### config.mk
export PLATFORM = sky130hd
export DESIGN_NAME = dds_dio_select
export DESIGN_NICKNAME = d
export VERILOG_FILES = /design/src/core/dds_pkg.sv /design/src/core/dds_dio_select.sv
export SDC_FILE = /design/constraint.sdc
export NUM_CORES = 1
export LEC_CHECK = 0
export ABC_AREA = 0
export BUFFER_PORTS_ARGS = -buffer_cell sky130_fd_sc_hd__buf_2
export CAP_MARGIN = 0
export CORE_MARGIN = 10
export CORE_UTILIZATION = 55
export DETAILED_ROUTE_END_ITERATION = 8
export PLACE_DENSITY = 0.86
export SYNTH_ARGS = -nofsm -noshare
export SYNTH_HDL_FRONTEND = slang
export SYNTH_SLANG_ARGS = --single-unit
### constraint.sdc
create_clock -name i_sys_clk -period 4.15 [get_ports i_sys_clk]
set_clock_uncertainty 0.1 [all_clocks]
set_input_delay 0.2075 -clock i_sys_clk [delete_from_list [all_inputs] [get_ports i_sys_clk]]
set_output_delay 0.2075 -clock i_sys_clk [all_outputs]
set_load 0.05 [all_outputs]
### src/core/dds_pkg.sv
// Package with offsets, field positions, reset values and timing for the pin function block.
package dds_pkg;
   // Register offset of the pin configuration word.
   localparam logic [15:0] CFG_ADDR = 16'h0012;
   // Field positions for pin one.
   localparam int P1_SLEW_BIT = 15;
   localparam int P1_PEN_BIT = 14;
   localparam int P1_PTYPE_BIT = 13;
   localparam int P1_FN_LSB = 9;
   localparam int P1_VAL_BIT = 8;
   // Field positions for pin zero.
   localparam int P0_SLEW_BIT = 7;
   localparam int P0_PEN_BIT = 6;
   localparam int P0_PTYPE_BIT = 5;
   localparam int P0_FN_LSB = 1;
   localparam int P0_VAL_BIT = 0;
   // Reset value: both pulls on, pin one pulls up, pin zero pulls down.
   localparam logic [15:0] CFG_RESET = 16'h4060;
   // Pin function codes.
   localparam logic [3:0] FN_OFF = 4'h0;
   localparam logic [3:0] FN_GPIO = 4'h1;
   localparam logic [3:0] FN_SFD_TX = 4'h2;
   localparam logic [3:0] FN_SFD_RX = 4'h3;
   localparam logic [3:0] FN_LED_LINK = 4'h4;
   localparam logic [3:0] FN_LED_PLCA = 4'h5;
   localparam logic [3:0] FN_LED_TX = 4'h6;
   localparam logic [3:0] FN_LED_RX = 4'h7;
   localparam logic [3:0] FN_CLK = 4'h8;
   localparam logic [3:0] FN_SFD_ANY = 4'hB;
   localparam logic [3:0] FN_LED_ANY = 4'hF;
   // Timing: clock period, pulse length and LED stretch time.
   localparam int CLK_PERIOD_NS = 40;
   localparam int SFD_PULSE_NS = 200;
   localparam int SFD_PULSE_CYC = (SFD_PULSE_NS + CLK_PERIOD_NS - 1) / CLK_PERIOD_NS;
   localparam int LED_STRETCH_MS = 50;
   localparam int LED_STRETCH_CYC = (LED_STRETCH_MS * 1000000) / CLK_PERIOD_NS;
   localparam int LED_CNT_W = 21;
endpackage

### src/core/dds_dio_select.sv
// Function selection and output logic for the two auxiliary digital pins.
// Notes on behaviour
// - Slew bit per pin: one slow, zero fast.
// - Pull enable attaches pull; type one pulls down.
// - Four-bit function selector per pin.
// - Value bit drives GPIO, is unused in clock mode, else sets polarity.
// - Code 0x0 leaves the pin undriven.
// - Code 0x1 drives the value bit.
// - Code 0x2 pulses on transmitted SFD.
// - Code 0x3 pulses on received SFD.
// - Receive pulse and receive LED include transmit.
// - Code 0x4 lights LED when enabled and linked.
// - Code 0x5 lights LED when PLCA up.
// - Codes 0x6, 0x7 are transmit, receive activity LEDs.
// - Code 0xB pulses on either SFD.
// - Code 0xF shows combined activity LED.
// - Reset: pulls on, pin one up, pin zero down.
`timescale 1ns/1ps
`default_nettype none
module dds_dio_select #(
   parameter int LED_STRETCH = dds_pkg::LED_STRETCH_CYC
) (
   // Clock and reset.
   input wire logic i_sys_clk,
   input wire logic i_nrst,
   // Register port of the configuration word.
   input wire logic i_reg_wr,
   input wire logic [15:0] i_reg_addr,
   input wire logic [15:0] i_reg_wdata,
   output logic [15:0] o_reg_rdata,
   // Device status and frame events.
   input wire logic i_port_en,
   input wire logic i_link_up,
   input wire logic i_plca_up,
   input wire logic i_sfd_tx,
   input wire logic i_sfd_rx,
   input wire logic i_tx_act,
   input wire logic i_rx_act,
   input wire logic i_clk25,
   // Pin one drive, enable (low drives), slew and pull controls.
   output logic o_aux_pin_one,
   output logic o_aux_pin_one_oe_n,
   output logic o_aux_pin_one_slow,
   output logic o_aux_pin_one_pull_en,
   output logic o_aux_pin_one_pull_dn,
   // Pin zero drive, enable (low drives), slew and pull controls.
   output logic o_aux_pin_zero,
   output logic o_aux_pin_zero_oe_n,
   output logic o_aux_pin_zero_slow,
   output logic o_aux_pin_zero_pull_en,
   output logic o_aux_pin_zero_pull_dn
);

   logic [15:0] cfg_r, cfg_nxt, rdata_r, rdata_nxt;
   logic [2:0] ptx_r, ptx_nxt, prx_r, prx_nxt, pany_r, pany_nxt;
   logic [dds_pkg::LED_CNT_W-1:0] ltx_r, ltx_nxt, lrx_r, lrx_nxt;
   logic [1:0] pin_r, pin_nxt, oen_r, oen_nxt;
   logic [1:0] clk_sel_r, clk_sel_nxt;
   logic [1:0] slow_r, slow_nxt, pen_r, pen_nxt, pdn_r, pdn_nxt;
   logic tx_pulse, rx_pulse, any_pulse, tx_led, rx_led;

   // Pulse counter reload; returns the count minus one while busy.
   function automatic logic [2:0] pulse_next(input logic trig, input logic [2:0] cnt);
      if (trig) begin
         pulse_next = 3'(dds_pkg::SFD_PULSE_CYC);
      end else if (cnt != 3'h0) begin
         pulse_next = cnt - 3'h1;
      end else begin
         pulse_next = 3'h0;
      end
   endfunction

   // Activity stretcher; any activity restarts the hold time.
   function automatic logic [dds_pkg::LED_CNT_W-1:0] led_next(input logic act,
         input logic [dds_pkg::LED_CNT_W-1:0] cnt);
      if (act) begin
         led_next = dds_pkg::LED_CNT_W'(LED_STRETCH);
      end else if (cnt != '0) begin
         led_next = cnt - 1'b1;
      end else begin
         led_next = '0;
      end
   endfunction

   // True when a selector picks the reference clock, which bypasses the pin register.
   function automatic logic is_clk(input logic [3:0] fn);
      is_clk = fn == dds_pkg::FN_CLK;
   endfunction

   // Drive enable and level of one pin for its selected function, after polarity.
   function automatic logic [1:0] pin_drive(input logic [3:0] fn, input logic val,
         input logic [4:0] ev);
      logic lvl;
      logic drv;
      lvl = 1'b0;
      drv = 1'b1;
      case (fn)
         dds_pkg::FN_OFF: drv = 1'b0;
         dds_pkg::FN_GPIO: lvl = val;
         dds_pkg::FN_SFD_TX: lvl = ev[0];
         dds_pkg::FN_SFD_RX: lvl = ev[1];
         dds_pkg::FN_LED_LINK: lvl = i_port_en & i_link_up;
         dds_pkg::FN_LED_PLCA: lvl = i_plca_up;
         dds_pkg::FN_LED_TX: lvl = ev[2];
         dds_pkg::FN_LED_RX: lvl = ev[3];
         dds_pkg::FN_CLK: lvl = i_clk25;
         dds_pkg::FN_SFD_ANY: lvl = ev[1];
         dds_pkg::FN_LED_ANY: lvl = ev[4];
         default: drv = 1'b0; // Reserved codes stay undriven as a safe answer.
      endcase
      // Value bit is polarity in every mode but plain output and clock: zero inverts.
      if (fn != dds_pkg::FN_GPIO && !is_clk(fn) && !val) begin
         lvl = ~lvl;
      end
      pin_drive = {drv, lvl};
   endfunction

   // Configuration write and readback; unmapped addresses read as zero.
   always_comb begin
      cfg_nxt = cfg_r;
      if (i_reg_wr && i_reg_addr == dds_pkg::CFG_ADDR) begin
         cfg_nxt = i_reg_wdata;
      end
      // Readback takes the word after this edge, so a write reads back at once.
      rdata_nxt = 16'h0000;
      if (i_reg_addr == dds_pkg::CFG_ADDR) begin
         rdata_nxt = cfg_nxt;
      end
   end

   // Pulse shapers and activity stretchers; the rx pulse also counts tx.
   always_comb begin
      ptx_nxt = pulse_next(i_sfd_tx, ptx_r);
      prx_nxt = pulse_next(i_sfd_rx | i_sfd_tx, prx_r);
      pany_nxt = pulse_next(i_sfd_rx | i_sfd_tx, pany_r);
      ltx_nxt = led_next(i_tx_act, ltx_r);
      lrx_nxt = led_next(i_rx_act | i_tx_act, lrx_r);
   end

   // A counter or stretcher shows activity for as long as it is nonzero.
   assign tx_pulse = ptx_r != 3'h0;
   assign rx_pulse = prx_r != 3'h0;
   assign any_pulse = pany_r != 3'h0;
   assign tx_led = ltx_r != '0;
   assign rx_led = lrx_r != '0;

   // Pin outputs, registered once so a write shows two edges later.
   always_comb begin
      logic [1:0] d1;
      logic [1:0] d0;
      d1 = pin_drive(cfg_r[dds_pkg::P1_FN_LSB +: 4], cfg_r[dds_pkg::P1_VAL_BIT],
            {tx_led | rx_led, rx_led, tx_led, rx_pulse | any_pulse, tx_pulse});
      d0 = pin_drive(cfg_r[dds_pkg::P0_FN_LSB +: 4], cfg_r[dds_pkg::P0_VAL_BIT],
            {tx_led | rx_led, rx_led, tx_led, rx_pulse | any_pulse, tx_pulse});
      pin_nxt = {d1[0], d0[0]};
      oen_nxt = {~d1[1], ~d0[1]};
      slow_nxt = {cfg_r[dds_pkg::P1_SLEW_BIT], cfg_r[dds_pkg::P0_SLEW_BIT]};
      pen_nxt = {cfg_r[dds_pkg::P1_PEN_BIT], cfg_r[dds_pkg::P0_PEN_BIT]};
      pdn_nxt = {cfg_r[dds_pkg::P1_PTYPE_BIT], cfg_r[dds_pkg::P0_PTYPE_BIT]};
      clk_sel_nxt[1] = is_clk(cfg_r[dds_pkg::P1_FN_LSB +: 4]);
      clk_sel_nxt[0] = is_clk(cfg_r[dds_pkg::P0_FN_LSB +: 4]);
   end

   // Configuration group; the reset word turns both pulls on.
   always_ff @(posedge i_sys_clk or negedge i_nrst) begin
      if (!i_nrst) begin
         cfg_r <= dds_pkg::CFG_RESET;
         rdata_r <= dds_pkg::CFG_RESET;
      end else begin
         cfg_r <= cfg_nxt;
         rdata_r <= rdata_nxt;
      end
   end

   // Event group: pulse counters and activity stretchers start idle.
   always_ff @(posedge i_sys_clk or negedge i_nrst) begin
      if (!i_nrst) begin
         ptx_r <= 3'h0;
         prx_r <= 3'h0;
         pany_r <= 3'h0;
         ltx_r <= '0;
         lrx_r <= '0;
      end else begin
         ptx_r <= ptx_nxt;
         prx_r <= prx_nxt;
         pany_r <= pany_nxt;
         ltx_r <= ltx_nxt;
         lrx_r <= lrx_nxt;
      end
   end

   // Pin group; reset pulls match the configuration reset value.
   always_ff @(posedge i_sys_clk or negedge i_nrst) begin
      if (!i_nrst) begin
         pin_r <= 2'h0;
         oen_r <= 2'h3;
         slow_r <= 2'h0;
         pen_r <= 2'h3;
         pdn_r <= 2'h1;
         clk_sel_r <= 2'h0;
      end else begin
         pin_r <= pin_nxt;
         oen_r <= oen_nxt;
         slow_r <= slow_nxt;
         pen_r <= pen_nxt;
         pdn_r <= pdn_nxt;
         clk_sel_r <= clk_sel_nxt;
      end
   end

   // Readback and pin controls come straight from the registers above.
   assign o_reg_rdata = rdata_r;
   // In clock mode the pin takes the reference clock itself: a register on a clock of the
   // same rate could only hold a sampled level. The select is registered, so it cannot glitch
   // on a write, but the pin level in this one mode does not come from a flip-flop.
   assign o_aux_pin_one = clk_sel_r[1] ? i_clk25 : pin_r[1];
   assign o_aux_pin_zero = clk_sel_r[0] ? i_clk25 : pin_r[0];
   assign o_aux_pin_one_oe_n = oen_r[1];
   assign o_aux_pin_zero_oe_n = oen_r[0];
   assign o_aux_pin_one_slow = slow_r[1];
   assign o_aux_pin_zero_slow = slow_r[0];
   assign o_aux_pin_one_pull_en = pen_r[1];
   assign o_aux_pin_zero_pull_en = pen_r[0];
   assign o_aux_pin_one_pull_dn = pdn_r[1];
   assign o_aux_pin_zero_pull_dn = pdn_r[0];

endmodule
`default_nettype wire

==> out/results.txt <==
status - finished clean
Yosys warning count - 0
WL final - 9480 um
CTS max path bufs - 2
Max Clock Freq - 394 MHz
initial antenna violation count - 0
drt wl/cell - 16.0 um
DRC Markers - 0
Worst Hold Class - input port to register
leakage - 2.32 nW
GR Overflow Total - 0
Seq/Total Area, Yosys - 54.5%
die width - 109 um
DR vias/cell - 5.46
post-route ant nets - 0
Slew @ Worst Pin - 678 ps
CP max FO - 13
Peak VDD IR - 0.235 mV
post-place setup slack - 1640 ps
TritonCTS clock tree - yes
DP HPWL - 6730 um
Synth Cell Area - 4390 um^2
PnR worst setup slack - 1610 ps
first-pass GRT wire length - 16,400 um
Detailed Routing Iterations Pass 1 - 4
number of fill cells - 546
register area - 2390 um^2
largest net degree at the start of global routing - 56
vias in the first global route - 3,395
relative slew slack - 54.2%
Ports - 69
clock slew at reported path FFs - 90 ps
commonest cells after routing, fill and taps aside - dfrtp_1, buf_2, nor2_1, xnor2_1, nand2_1
leading post-synthesis cells by cell area - dfrtp_1, dfstp_2, nor2_1
initial core utilization - 56.8%
RSZ-0062 raised after global routing - no
initial DRC count - 132
Worst Setup Path Type - register to register
Worst-Skew Late Latency - 360 ps
num rows - 32
Period minus WS final - 2540 ps
area leader, netlist - dfrtp_1
GP Congestion - 0.812
Power Total - 0.00175 W
CTS resizes - 0
crit share post-route - 61.2%
DR vias - 3,225
Core Region - 7730 um^2
share of cells above drive strength 1 - 26.0%
Die Height - 109 um
dpl cells - 557
Syn Inst Count - 401
Sink Count - 95
setup TNS - 0 ps
Finish-stage setup viols - 0
Synth Flop Type - dfrtp_1
Synth cell types - 51
CP Capture Type - register
Req. time, crit path - 4270 ps
area of the multi-input gates - 1890 um^2
Ant. Diodes - 0
fraction of registers with async set or reset after synthesis - 100%
Layout Area Growth over Synthesis - 18.7%
Final Hold Fails - 0
PwrDens - 336 nW/um^2
Critical Path Source Type - register
GRT Overall Usage - 16.9%
commonest non-fill, non-tap cell in the layout - dfrtp_1
#FFs+latches synth - 95
Root Buffer - clkbuf_8
Mean Syn Cell Area - 10.9 um^2
area share of the largest cell type after synthesis - 47.9%
htree depth - 3
EDFF count, synth - 0
# Max-Cap Violations - 0
input/output buffers - 68
full die area - 12,000 um^2
setup slack, reg-to-reg - 1610 ps
Finished Layout Cells - 591
Post-Route Utilization - 67.4%
Arr. time, crit path - 2660 ps
Syn Nets - 451
final-stage net count - 534
TritonCTS Buffers - 9
max-slew violation count - 0
[worst max-delay path, stage by stage, from the launching register on]
cell and delay [ps]:
dfrtp_1 400, or4_4 550, or3_4 350, nor3_1 210
buf_4 210, nand2b_1 460, nor2_1 130
[sequential cells by signal, summed over array words and instances, names as in the netlist]
register     cells
cfg_r           16
clk_sel_r        2
lrx_r           21
ltx_r           21
o_reg_rdata     16
oen_r            2
pany_r           3
pdn_r            2
pen_r            2
pin_r            2
prx_r            3
ptx_r            3
slow_r           2
[cells by family after synthesis]
family	count (synthesis)	share of synthesized area, %
multiplexers	38	9.20
AO/OA/AOI/OAI	45	6.61
AND/OR/NAND/NOR	154	18.5
buffers and inverters	28	2.45
adder cells (fa/ha/maj)	7	1.99
XOR/XNOR	34	6.78
flip-flops	95	54.5
[power breakdown]
part	switching, W	leakage, nW	total (W)	internal, W
Combinational	0.0000718	1.06	0.000135	0.0000629
Sequential	0.0000206	1.16	0.000965	0.000944
Clock	0.000316	0.102	0.000653	0.000337
Total	0.000408	2.32	0.00175	0.00134
[metrics by stage]
stage | hold WS [ps] | cell area (um^2)
finish | 7.94 | 5210
global route | 10.3 | 5210
global placement | 186 | 4820
detailed placement | 195 | 4820
floorplan | -188 | 4390
CTS | 0.870 | 5200
[path summary, 6_finish.rpt]
kind                                start              to  depth (start not counted)
max in group asynchronous          i_nrst  o_reg_rdata[3]                          3
max reg2reg                     lrx_r[13]        lrx_r[5]                          6
min in group asynchronous          i_nrst        lrx_r[0]                          2
min reg2reg                     cfg_r[14]        pen_r[1]                          0
max                             lrx_r[13]        lrx_r[5]                          6
min                        i_reg_wdata[1]        cfg_r[1]                          2
[synth_stat cells (2+ instances only)]
cell type	instances
a21oi_1	11
buf_2	2
clkbuf_1	15
dfrtp_1	84
dfstp_2	11
ha_1	7
inv_1	11
mux2_2	19
mux2i_1	19
nand2_1	21
nand2b_1	6
nand3_1	7
nand4_1	4
nor2_1	59
nor2_2	2
nor3_1	16
nor3b_1	3
nor4_1	9
nor4b_1	7
o211ai_1	2
o21ai_0	9
o21bai_1	6
o22ai_1	2
o31ai_1	3
o41ai_1	2
or3_1	4
or3_4	3
or4_4	2
xnor2_1	22
xor2_1	12
[timing repair]
action,CTS,global route
setup buffers,0,0
endpoints found under the hold margin,59,1
hold buffers,17,1
setup endpoints to repair,0,0
[per-layer routing]
| metal | GRT usage [%] | part of all wire, % | vias to the layer above | wire length, um |
|---|---|---|---|---|
| met5 | 0 | 0 | - | 0 |
| met4 | 5.58 | 1.3 | 0 | 125 |
| met3 | 5.32 | 5.5 | 10 | 526 |
| met2 | 27.1 | 51 | 78 | 4800 |
| met1 | 21.3 | 42 | 1584 | 4030 |
| li1 | - | - | 1553 | - |
[final cells by class]
class,instances,area share [%]
Clock buffer,10,2.45
Tap cell,102,2.45
Multi-Input combinational cell,278,36.3
Clock inverter,6,1.63
Timing Repair Buffer,89,10.5
Inverter,11,0.793
Sequential cell,95,45.9
No activity file was read; power rests on OpenSTA's default activity.
